### config.mk
export PLATFORM = sky130hd
export DESIGN_NAME = rsc_ctrl
export DESIGN_NICKNAME = d
export VERILOG_FILES = /design/src/rtl/rsc_pkg.sv /design/src/rtl/rsc_prio.sv /design/src/rtl/rsc_ctrl.sv
export VERILOG_INCLUDE_DIRS = /design/src /design/src/rtl
export SDC_FILE = /design/constraint.sdc
export NUM_CORES = 1
export LEC_CHECK = 0
export ABC_CLOCK_PERIOD_IN_PS = 2050
export BUFFER_PORTS_ARGS = -buffer_cell sky130_fd_sc_hd__buf_2
export CELL_PAD_IN_SITES_DETAIL_PLACEMENT = 1
export CELL_PAD_IN_SITES_GLOBAL_PLACEMENT = 1
export CORE_ASPECT_RATIO = 0.75
export CORE_MARGIN = 8
export CORE_UTILIZATION = 27
export CTS_CLUSTER_DIAMETER = 80
export DETAILED_ROUTE_END_ITERATION = 7
export PLACE_DENSITY = 0.94
export SLEW_MARGIN = 20
export SYNTH_ARGS = -nofsm -noshare
export SYNTH_HDL_FRONTEND = slang
export SYNTH_HIERARCHICAL = 1
export SYNTH_SLANG_ARGS = --single-unit
export TNS_END_PERCENT = 30
### constraint.sdc
create_clock -name clk -period 2.05 [get_ports clk]
set_input_delay 0.205 -clock clk [delete_from_list [all_inputs] [get_ports clk]]
set_output_delay 0.205 -clock clk [all_outputs]
set_load 0.05 [all_outputs]
### src/rtl/rsc_defines.svh
// Constants for the reset cause and initial state controller
`ifndef RSC_DEFINES_SVH
`define RSC_DEFINES_SVH
`define RSC_PORT_W        8
`define RSC_PORT_INIT     8'hFF
`define RSC_CTRL_INIT     8'h00
`define RSC_PCL_INIT      8'h00
`define RSC_SP_INIT       3'h0
`define RSC_SP_W          3
`define RSC_INT_W         8
`define RSC_INT_INIT      8'h00
`endif

### src/rtl/rsc_pkg.sv
// Types for the reset cause and initial state controller
package rsc_pkg;
    typedef enum logic [2:0] {
        RSC_SRC_NONE,
        RSC_SRC_POR,
        RSC_SRC_LV,
        RSC_SRC_WDT_RUN,
        RSC_SRC_WDT_HALT
    } rsc_src_t;

    typedef struct packed {
        logic por;
        logic lv;
        logic wdt;
        logic halted;
    } rsc_req_t;

    typedef struct packed {
        logic timeout_flag;
        logic powerdown_flag;
    } rsc_flags_t;

    typedef struct packed {
        logic ports_init;
        logic ctrl_init;
        logic pcl_clear;
        logic sp_clear;
        logic int_disable;
        logic wdt_clear;
    } rsc_load_t;
endpackage

### src/rtl/rsc_prio.sv
// Reset source priority encoder
`timescale 1ns/1ns
module rsc_prio (
    input  wire rsc_pkg::rsc_req_t req,
    output rsc_pkg::rsc_src_t      src
);
    always_comb begin
        if (req.por) begin
            src = rsc_pkg::RSC_SRC_POR;
        end else if (req.lv) begin
            src = rsc_pkg::RSC_SRC_LV;
        end else if (req.wdt && req.halted) begin
            src = rsc_pkg::RSC_SRC_WDT_HALT;
        end else if (req.wdt) begin
            src = rsc_pkg::RSC_SRC_WDT_RUN;
        end else begin
            src = rsc_pkg::RSC_SRC_NONE;
        end
    end
endmodule

### src/rtl/rsc_ctrl.sv
// Reset cause flags and initial register value selection
// What this block does
// - Keep time-out and power-down flags; power-on reset clears both.
// - Low-voltage reset while running leaves both flags unchanged.
// - Watchdog reset while running sets time-out, keeps power-down.
// - Watchdog reset while halted sets both flags.
// - Power-on reset disables every interrupt source.
// - Power-on reset clears watchdog counter; it counts again on release.
// - Power-on, low-voltage, running watchdog resets set port data and direction to ones.
// - Power-on reset sets stack pointer to top of stack.
// - Those three resets load peripheral controls with their reset values.
// - Halted watchdog reset keeps contents, clears program counter low, sets flags.
// - Halted watchdog reset clears program counter and stack pointer, sets time-out.
// - Running watchdog reset acts as low-voltage reset plus time-out set.
`timescale 1ns/1ns
`include "rsc_defines.svh"
module rsc_ctrl #(
    parameter int PORT_W = `RSC_PORT_W
) (
    input  wire logic                    clk,
    input  wire logic                    rstn,
    input  wire logic                    por_req,
    input  wire logic                    low_voltage_reset,
    input  wire logic                    wdt_timeout,
    input  wire logic                    halted,
    input  wire logic                    timeout_clr,
    input  wire logic                    powerdown_set,
    output rsc_pkg::rsc_flags_t          flags,
    output rsc_pkg::rsc_load_t           load,
    output logic [PORT_W-1:0]            port_data_init,
    output logic [PORT_W-1:0]            port_dir_init,
    output logic [7:0]                   ctrl_init_val,
    output logic [7:0]                   program_counter_low,
    output logic [`RSC_SP_W-1:0]         sp_init_val,
    output logic [`RSC_INT_W-1:0]        int_enable_init,
    output rsc_pkg::rsc_src_t            last_src
);
    // Port images are at most one byte wide
    if (PORT_W < 1 || PORT_W > 8) begin : g_port_w_check
        $error("PORT_W must be 1..8");
    end

    typedef struct packed {
        rsc_pkg::rsc_flags_t flags;
        rsc_pkg::rsc_load_t  load;
        rsc_pkg::rsc_src_t   src;
    } rsc_state_t;

    rsc_state_t          state_reg;
    rsc_state_t          state_next;
    rsc_pkg::rsc_src_t   src;
    rsc_pkg::rsc_req_t   req;

    assign req = '{por: por_req, lv: low_voltage_reset, wdt: wdt_timeout, halted: halted};

    rsc_prio u_prio (
        .req (req),
        .src (src)
    );

    always_comb begin
        state_next = state_reg;
        state_next.load = '0;
        state_next.src = src;
        // Software side: time-out clear by watchdog clear, power-down set by halt
        if (timeout_clr) begin
            state_next.flags.timeout_flag = 1'b0;
        end
        if (powerdown_set) begin
            state_next.flags.powerdown_flag = 1'b1;
        end
        case (src)
            rsc_pkg::RSC_SRC_POR: begin
                state_next.flags = '0;
                state_next.load = '1;
            end
            rsc_pkg::RSC_SRC_LV: begin
                // Reset wins over same-cycle software flag change
                state_next.flags = state_reg.flags;
                state_next.load.ports_init = 1'b1;
                state_next.load.ctrl_init = 1'b1;
                state_next.load.pcl_clear = 1'b1;
                state_next.load.int_disable = 1'b1;
            end
            rsc_pkg::RSC_SRC_WDT_RUN: begin
                state_next.flags.timeout_flag = 1'b1;
                state_next.flags.powerdown_flag = state_reg.flags.powerdown_flag;
                state_next.load.ports_init = 1'b1;
                state_next.load.ctrl_init = 1'b1;
                state_next.load.pcl_clear = 1'b1;
                state_next.load.int_disable = 1'b1;
            end
            rsc_pkg::RSC_SRC_WDT_HALT: begin
                // Reset wins over any same-cycle software flag change
                state_next.flags.timeout_flag = 1'b1;
                state_next.flags.powerdown_flag = 1'b1;
                state_next.load.pcl_clear = 1'b1;
                state_next.load.sp_clear = 1'b1;
            end
            rsc_pkg::RSC_SRC_NONE: begin
            end
            default: begin
            end
        endcase
    end

    // Async reset is the power-on path itself
    always_ff @(posedge clk or negedge rstn) begin
        if (!rstn) begin
            state_reg <= '{flags: '0, load: '1, src: rsc_pkg::RSC_SRC_POR};
        end else begin
            state_reg <= state_next;
        end
    end

    assign flags               = state_reg.flags;
    assign load                = state_reg.load;
    assign last_src            = state_reg.src;
    assign port_data_init      = {PORT_W{1'b1}};
    assign port_dir_init       = {PORT_W{1'b1}};
    assign ctrl_init_val       = `RSC_CTRL_INIT;
    assign program_counter_low = `RSC_PCL_INIT;
    assign sp_init_val         = `RSC_SP_INIT;
    assign int_enable_init     = `RSC_INT_INIT;
endmodule

# Word level (Yosys, flattened, before mapping)
# Index checks and enable logic that the tools add are counted.
# word_totals
out_inout_bits	54
elab_cells	35
register_bits	11
input_bits	8
# op_classes
n_eq_ne	4
reduce_logical	8
bitwise	2
muxes	12
# ops
op	count
two-way mux 3 bit	3
one-hot mux 2 bit (4 select lines)	1
== test 3 x 2 -> 1 bit (second input constant)	2
two-way mux 1 bit	6
two-way mux 2 bit	2
nonzero test 4 bit	1
OR reduction 4 bit	1
== test 3 x 1 -> 1 bit (second input constant)	1
== test 3 bit (second input constant)	1
AND reduction 3 bit	1
nonzero test 3 bit	1
OR reduction 3 bit	1
NOT 1 bit	2
AND reduction 2 bit	1
OR reduction 2 bit	1
logical AND 1 bit	1

# Longest topological paths before layout
# Gate-level depths: netlist of run 1.
# logic_depth
depth_word	7
mapped_depth	5
ltp_nobuf	5

# Modules after synthesis
# Netlist of run 1, hierarchy kept.
# by_module_without_submodules
mod	area_each_um2	instances	cells_each	seq_area_each_um2
rsc_ctrl	676.9	1	72	231.5
rsc_prio	52.6	1	6	0.0

# Worst setup path after synthesis of run 1
# OpenSTA, ideal clock, no wires.
# synth_timing
kind	input-to-reg
startpoint	in halted
endpoint	reg state_reg, in the netlist flags[0]
t_arrival_ps	1053
slack_ps	855
n_path_buf	0
setup_time_ps	142
stages	5
required_ps	1908
path_cell_list	nand2b_1 a21oi_2 inv_2 maj3_2 a2bb2oi_1
# synth_between
elab_chain_cells	7
word_cells_on_any_way	13
classes_between	4 x eq/ne; 4 x mux; 2 x bitwise; 3 x reduce/logical
# synth_rtl
element	line	text
start: declaration	rsc_ctrl.sv:25	input wire logic halted,
logical AND 1 bit (*)	rsc_prio.sv:12	end else if (req.wdt && req.halted) begin
two-way mux 3 bit (*)	rsc_prio.sv:12	
two-way mux 3 bit (*)	rsc_prio.sv:10	end else if (req.lv) begin
two-way mux 3 bit (*)	rsc_prio.sv:8	if (req.por) begin
named net src[1]	rsc_ctrl.sv:51	rsc_pkg::rsc_src_t src;
== test 3 bit, or another cell as far along	rsc_ctrl.sv:72	case (src)
nonzero test 3 bit (no line) / NOT 1 bit (equally long branches)	n/a	
AND reduction 3 bit (no line)	n/a	
end signal: assignment	rsc_ctrl.sv:110	state_reg <= '{flags: '0, load: '1, src: rsc_pkg::RSC_SRC_POR};
end signal: assignment	rsc_ctrl.sv:112	state_reg <= state_next;
end: declaration	rsc_ctrl.sv:49	rsc_state_t state_reg;
# Mark *: on every way through the listed nets, which the timed path passes. The rest lies on a longest branch.
# A chain may end at the register's enable or synchronous reset.

# Worst setup path after layout of run 1
# layout_timing
startpoint	in low_voltage_reset
endpoint	reg state_reg, in the netlist flags[0]
# layout_between
elab_chain_cells	5
word_cells_on_any_way	11
classes_between	4 x eq/ne; 3 x mux; 2 x bitwise; 2 x reduce/logical
# layout_rtl
element	line	text
start: declaration	rsc_ctrl.sv:23	input wire logic low_voltage_reset,
two-way mux 3 bit (*)	rsc_prio.sv:10	
two-way mux 3 bit (*)	rsc_prio.sv:8	
named net src[2]	rsc_ctrl.sv:51	
== test 3 bit, or another cell as far along	rsc_ctrl.sv:72	
nonzero test 3 bit (no line) / NOT 1 bit (equally long branches)	n/a	
AND reduction 3 bit (no line)	n/a	
# Marked as above.

==> results of run 1 <==
## area by class of cell
cell class,count,area share [%]
multi-input cells,62,42.4
flip-flops and latches,9,32.5
repair buffers,19,14.1
well taps,36,6.33
clock buffers,4,3.69
inverters,2,1.05
## metrics by stage
| stage | power [uW] | util, % |
|---|---|---|
| after CTS | 648 | 27.6 |
| final | 644 | 27.6 |
| after detailed placement | 512 | 26.2 |
| after global placement | 507 | 26.2 |
| after floorplan | 545 | - |
| after global routing | 670 | 27.6 |
## state kept, by name (all words and copies together), names as in the netlist
register,cells
flags,2
load,4
last_src,3
## worst min path at each step
stage	end	slack (ps)	startpoint
final	last_src[1]	190	por_req
after global routing	last_src[1]	190	por_req
after CTS	last_src[1]	180	por_req
after detailed placement	last_src[1]	50	rstn
after global placement	last_src[2]	50	rstn
after floorplan	flags[0]	-90	rstn
## logic make-up (layout without fill, tap and decap cells)
| group | count (synthesis) | count (layout) | synth area share (%) |
|---|---|---|---|
| adder cells (fa/ha/maj) | 1 | 1 | 1.54 |
| buffers and inverters | 48 | 25 | 48.0 |
| AO/OA/AOI/OAI | 7 | 7 | 6.86 |
| other | 2 | 43 | 1.03 |
| flip-flops | 9 | 9 | 31.7 |
| XOR/XNOR | 2 | 2 | 2.40 |
| AND/OR/NAND/NOR | 9 | 9 | 8.40 |
## Yosys cell counts (all sizes together)
cell type	instances
buf	46
dfstp	5
dfrtp	4
nor2	3
a21oi	2
conb	2
inv	2
nand2b	2
nor3b	2
xnor2	2
a2bb2oi	1
maj3	1
nand2	1
nor2b	1
o21ai	1
o21bai	1
o221ai	1
o22ai	1
## power by group through the flow
stage	Clock [uW]	Combinational [uW]	Sequential [uW]
final	131	307	206
after global routing	142	320	208
after CTS	137	305	206
after detailed placement	0	303	209
after global placement	0	300	207
after floorplan	0	280	264
## routing by layer
metal / track usage (%) / vias up
li1: - / 192
met2: 10.9 / 31
met3: 2.33 / 4
met1: 4.91 / 207
met4: 5.83 / 0
met5: 0 / -
## worst max-delay path, delay by kind of cell
kind	cells	cell delay [ps]
adders and majority gates	1	310
and+or+nand+nor	2	690
buffers and inverters	1	100
AOI/OAI and AO/OA	1	160
## repair_timing
item                                   4_1_cts  5_1_grt
endpoints found under the hold margin        9        0
resized for setup                            0        0
hold buffers                                 1        0
==> flow_metrics.tcl, run 1 <==
set metrics [dict create \
    max_freq_mhz 770 \
    swShare_pct 52.1 \
    timing.final.ws_setup_ps 751 \
    std_cell_rows 16 \
    power.static_leakage_uw 0.000385 \
    whs_ps 189 \
    timing.reg2reg.worst_path_depth 3 \
    area.sequential_um2 231 \
    pwr-share-seq_pct 31.9 \
    placedCellCount 127 \
    timing.critical_path.slowest_cell_delay_ps 550 \
    routed_wl_um 1420 \
    antenna_cells 0 \
    starting_density_of_the_core_pct 28.2 \
    timing_worst_setup_path_type "in2reg" \
    dieArea_um2 4640 \
    timing.slew.headroom_pct 55.7 \
    grt_remaining_overflow 0 \
    detail_route.first_pass.iterations 2 \
    power_switching_uw 336 \
    place_ws_ps 499 \
    timing.rr.start "flags[1]" \
    ant_nets 0 \
    final-max-slew-violation-count 0 \
    synth_seq_cells 9 \
    drt_iter0_markers 18 \
    clkPwrFrac_pct 20.3 \
    ys.warnings.count 6 \
    port-buffer-count 18 \
    register_area_share_after_synthesis_pct 31.7 \
    top_level_ports 62 \
    syn_area_um2 729 \
    wirelength_met1_um 502 \
    placement.cell_area_um2 676 \
    cap_viol_max_count 0 \
    startpoint "low_voltage_reset" \
    routabilityCongestion 0.687 \
    cts.sinks 9 \
    tritoncts "built" \
    cts-buffers-inserted 3 \
    coreArea_um2 2580 \
    timing.critical_path.from_type "input port" \
    max_slew.worst_pin.slew_ps 662 \
    multi_input_area_um2 302 \
    layout_commonest_cell "sky130_fd_sc_hd__conb_1" \
    postCtsSetupBuffers 0 \
    power.internal_uw 308 \
    final_layout_size_suffix_gt1_share_pct 32.3 \
    worstSkewPairLatency_ps 250 \
    finalSetupViolCount 0 \
    final_nets 105 \
    postSynthAreaPerCell_um2 9.35 \
    fillerInstances 333 \
    ctsRootBufferMaster "sky130_fd_sc_hd__clkbuf_4" \
    routed_wire_length_per_instance_um 10.8 \
    r2r_slack_ps 1140 \
    timing.critical_path.arrival_ps 1470 \
    detailed_place_hpwl_um 1260 \
    pwr_per_cell_area_nw_per_um2 905 \
    worst_clock_skew_ps 0 \
    cts_buffer_depth 2 \
    highest-signal-layer "met4" \
    drc 0 \
    synth.largest_area_cell "sky130_fd_sc_hd__buf_4" \
    timing.hold.worst_path_depth 2 \
    path_clk_slew_ps 60 \
    dr_total_vias 434 \
    ctsHtreeMaxLevel 1 \
    finalWorstPathRequiredPeriod_ps 1300 \
    route.detailed.vias_per_inst 3.29 \
    cp_cell_sequence "buf_2, nand2b_4, nor3b_2, maj3_2, a2bb2oi_1" \
    timing.critical_path.fanout_max 10 \
    floorplan.die.width_um 76.0 \
    cp_capture_type "flip-flop" \
    critical_path.endpoint "flags[0]" \
    final_cell_count_no_fill 132 \
    met2WireLength_um 777 \
    worst-endpoint-required_ps 2220 \
    fp.dieH_um 61.0 \
    critical_path.reg2reg.endpoint "flags[1]" \
    period_share_pct 63.4 \
    first_global_vias 493 \
    grt_antenna_before_repair 0 \
    grt_max_degree 11 \
    grt_setup_unrepaired "false" \
    post_synth_num_cell_types 23 \
    dr_wl_met3_um 111 \
    area_growth_pct -2.40 \
    hold_viol 0 \
    final_design_area_no_fill_um2 712 \
    post_synth_main_area_contributors "sky130_fd_sc_hd__buf_4 (46%), sky130_fd_sc_hd__dfstp_2 (18%), sky130_fd_sc_hd__dfrtp_1 (14%)" \
    globalRouteTotalUtil_pct 5.89 \
    critical-path-slowest-cell "sky130_fd_sc_hd__nor3b_2" \
    outcome "finished, final reports clean" \
    layout_common_cells "sky130_fd_sc_hd__conb_1 (43), sky130_fd_sc_hd__buf_2 (18), sky130_fd_sc_hd__dfstp_2 (5)" \
    post_synth_inst_count 78 \
    hold_class "in2reg" \
    max-vdd-ir-drop_mv 0.155 \
    comb_pwr_share_pct 47.7 \
    total_negative_setup_slack_ps 0 \
    synth_largest_type_area_fraction_pct 46.3 \
    grt_pass1_wl_um 2170 \
]
Power figures use the tool's default switching activity.
==> run 2: changes to the inputs <==
Settings changed: ABC_CLOCK_PERIOD_IN_PS 2050 to 1300, CORE_UTILIZATION 27 to 25, PLACE_DENSITY 0.94 to 0.89.
Clock period 2.05 ns to 1.3 ns, I/O delays scaled along.
==> run 2 against run 1 <==
  * Clock power grew 140%
  * Register-to-register slack got worse by 760 ps
  * Highest routed layer unchanged
  * Routed wire length decreased by 0.70%
  * Global-route usage decreased by 0.23 points
  * Total power up 75%
  * Largest power group unchanged
  * Sequential share of layout area fell by 1.9 points
  * Core utilization decreased by 1.1 points
  * Final cell count is 3.8% higher
==> flow_metrics.tcl, run 2 (synthesis gave the netlist of run 1 again) <==
set metrics [dict create \
    grt_pass1_wl_um 2240 \
    drt_iter0_markers 15 \
    worst-endpoint-required_ps 1170 \
    area_growth_pct 3.60 \
    place_ws_ps 148 \
    cts-buffers-inserted 3 \
    grt_remaining_overflow 0 \
    timing.critical_path.from_type "flip-flop" \
    max-vdd-ir-drop_mv 0.235 \
    cts_repair_resize_count 0 \
    antenna_cells 0 \
    worstHoldStart "halted" \
    grt_setup_unrepaired "false" \
    port-buffer-count 18 \
    power.static_leakage_uw 0.000408 \
    tritoncts "built" \
    finalSetupViolCount 0 \
    top_level_ports 62 \
    ctsHtreeMaxLevel 1 \
    grt_use_met1_pct 4.65 \
    timing.critical_path.arrival_ps 1010 \
    startpoint "load[4]" \
    dr_total_vias 429 \
    layout_common_cells "sky130_fd_sc_hd__conb_1 (43), sky130_fd_sc_hd__buf_2 (18), sky130_fd_sc_hd__dfstp_2 (5)" \
    drc 0 \
    coreArea_um2 2850 \
    total_negative_setup_slack_ps 0 \
    timing.critical_path.slowest_cell_delay_ps 520 \
    groute.layer.met3.usage_pct 3.30 \
    timing_worst_setup_path_type "reg2out" \
    critPathTopFamily "flip-flops" \
    largest_reg_flops 4 \
    cp_cell_sequence "buf_2" \
    starting_density_of_the_core_pct 25.6 \
    routed_wl_um 1410 \
    floorplan.die.width_um 78.4 \
    routed_wire_length_per_instance_um 10.3 \
    finalWorstPathRequiredPeriod_ps 1140 \
    worstSkewPairLatency_ps 230 \
    timing.rr.start "flags[1]" \
    first_global_vias 473 \
    dieArea_um2 4920 \
    grt_antenna_before_repair 0 \
    cap_viol_max_count 0 \
    hold_class "in2reg" \
    pwr_per_cell_area_nw_per_um2 1490 \
    grt_busiest_layer "met2" \
    ctsRootBufferMaster "sky130_fd_sc_hd__clkbuf_8" \
    cts_buffer_depth 2 \
    use_met2_pct 9.80 \
    fp.dieH_um 62.8 \
    detailed_place_hpwl_um 1230 \
    routabilityCongestion 0.678 \
    globalRouteTotalUtil_pct 5.66 \
    max_freq_mhz 881 \
    timing.final.ws_setup_ps 165 \
    final_nets 108 \
    layout.core_utilization_pct 26.5 \
    hold_viol 0 \
    final_layout_size_suffix_gt1_share_pct 34.3 \
    timing.critical_path.fanout_max 3 \
    detail_route.first_pass.iterations 2 \
    fillerInstances 370 \
    final-max-slew-violation-count 0 \
    layout_commonest_cell "sky130_fd_sc_hd__conb_1" \
    path_clk_slew_ps 40 \
    ant_nets 0 \
    outcome "finished, final reports clean" \
    worst_clock_skew_ps 0 \
    cp_capture_type "output pin" \
    grt_max_degree 11 \
    route.detailed.vias_per_inst 3.13 \
    std_cell_rows 17 \
    cts.sinks 9 \
    cp_num_buf_inv 1 \
    period_share_pct 87.3 \
    critical-path-slowest-cell "sky130_fd_sc_hd__dfstp_2" \
]
[run 2: cell count changes in the layout (fill, tap and decap cells not counted)]
cell                       previous run  this run
sky130_fd_sc_hd__buf_4                0         3
sky130_fd_sc_hd__clkbuf_4             3         0
sky130_fd_sc_hd__clkbuf_8             0         3
[run 2: cell type report]
class	count	area (um^2)	area share [%]
multi-input cells	62	302	39.9
flip-flops and latches	9	231	30.6
repair buffers	22	123	16.2
clock buffers	4	45.0	5.96
well taps	38	47.5	6.29
inverters	2	7.51	0.993
[run 2: layer usage]
layer | vias up | routed length [um] | part of all wire [%]
met5 | - | 0 | 0
met4 | 0 | 34 | 2.4
met3 | 4 | 150 | 11
met2 | 29 | 770 | 54
met1 | 199 | 458 | 32
li1 | 197 | - | -
[run 2: power breakdown]
group          internal (uW)  switching [uW]
sequential               314            10.1
clock                    213             100
combinational           60.7             430
total                    588             541
[run 2: path summary, 6_finish.rpt]
check                      slack (ps)          end  depth (start not counted)
max                               160      load[5]                          1
min                               220  last_src[0]                          3
max reg2reg                       380     flags[1]                          3
min reg2reg                       590     flags[0]                          1
max in group asynchronous         780      load[4]                          2
min in group asynchronous         280     flags[0]                          2
[run 2: worst register-to-register path: stages, from the launching register on]
cell and delay [ps]:
sky130_fd_sc_hd__dfrtp_1 390, sky130_fd_sc_hd__nor2b_1 150, sky130_fd_sc_hd__a21oi_1 110, sky130_fd_sc_hd__o221ai_1 140
[run 2: per-stage QoR]
step           instance area, um^2  power, uW  hold slack, ps  std cells
2_1_floorplan                  883        859            -166        119
3_5_place_dp                   701        813           -19.7        132
3_3_place_gp                   701        809           -21.3        132
4_1_cts                        756       1140             213        137
5_1_grt                        756       1190             227        137
6_report                       756       1130             220        137
[run 2: repair_timing]
item | 4_1_cts | 5_1_grt
hold endpoints to repair | 9 | 0
setup buffers | 0 | 0
hold buffers | 1 | 0
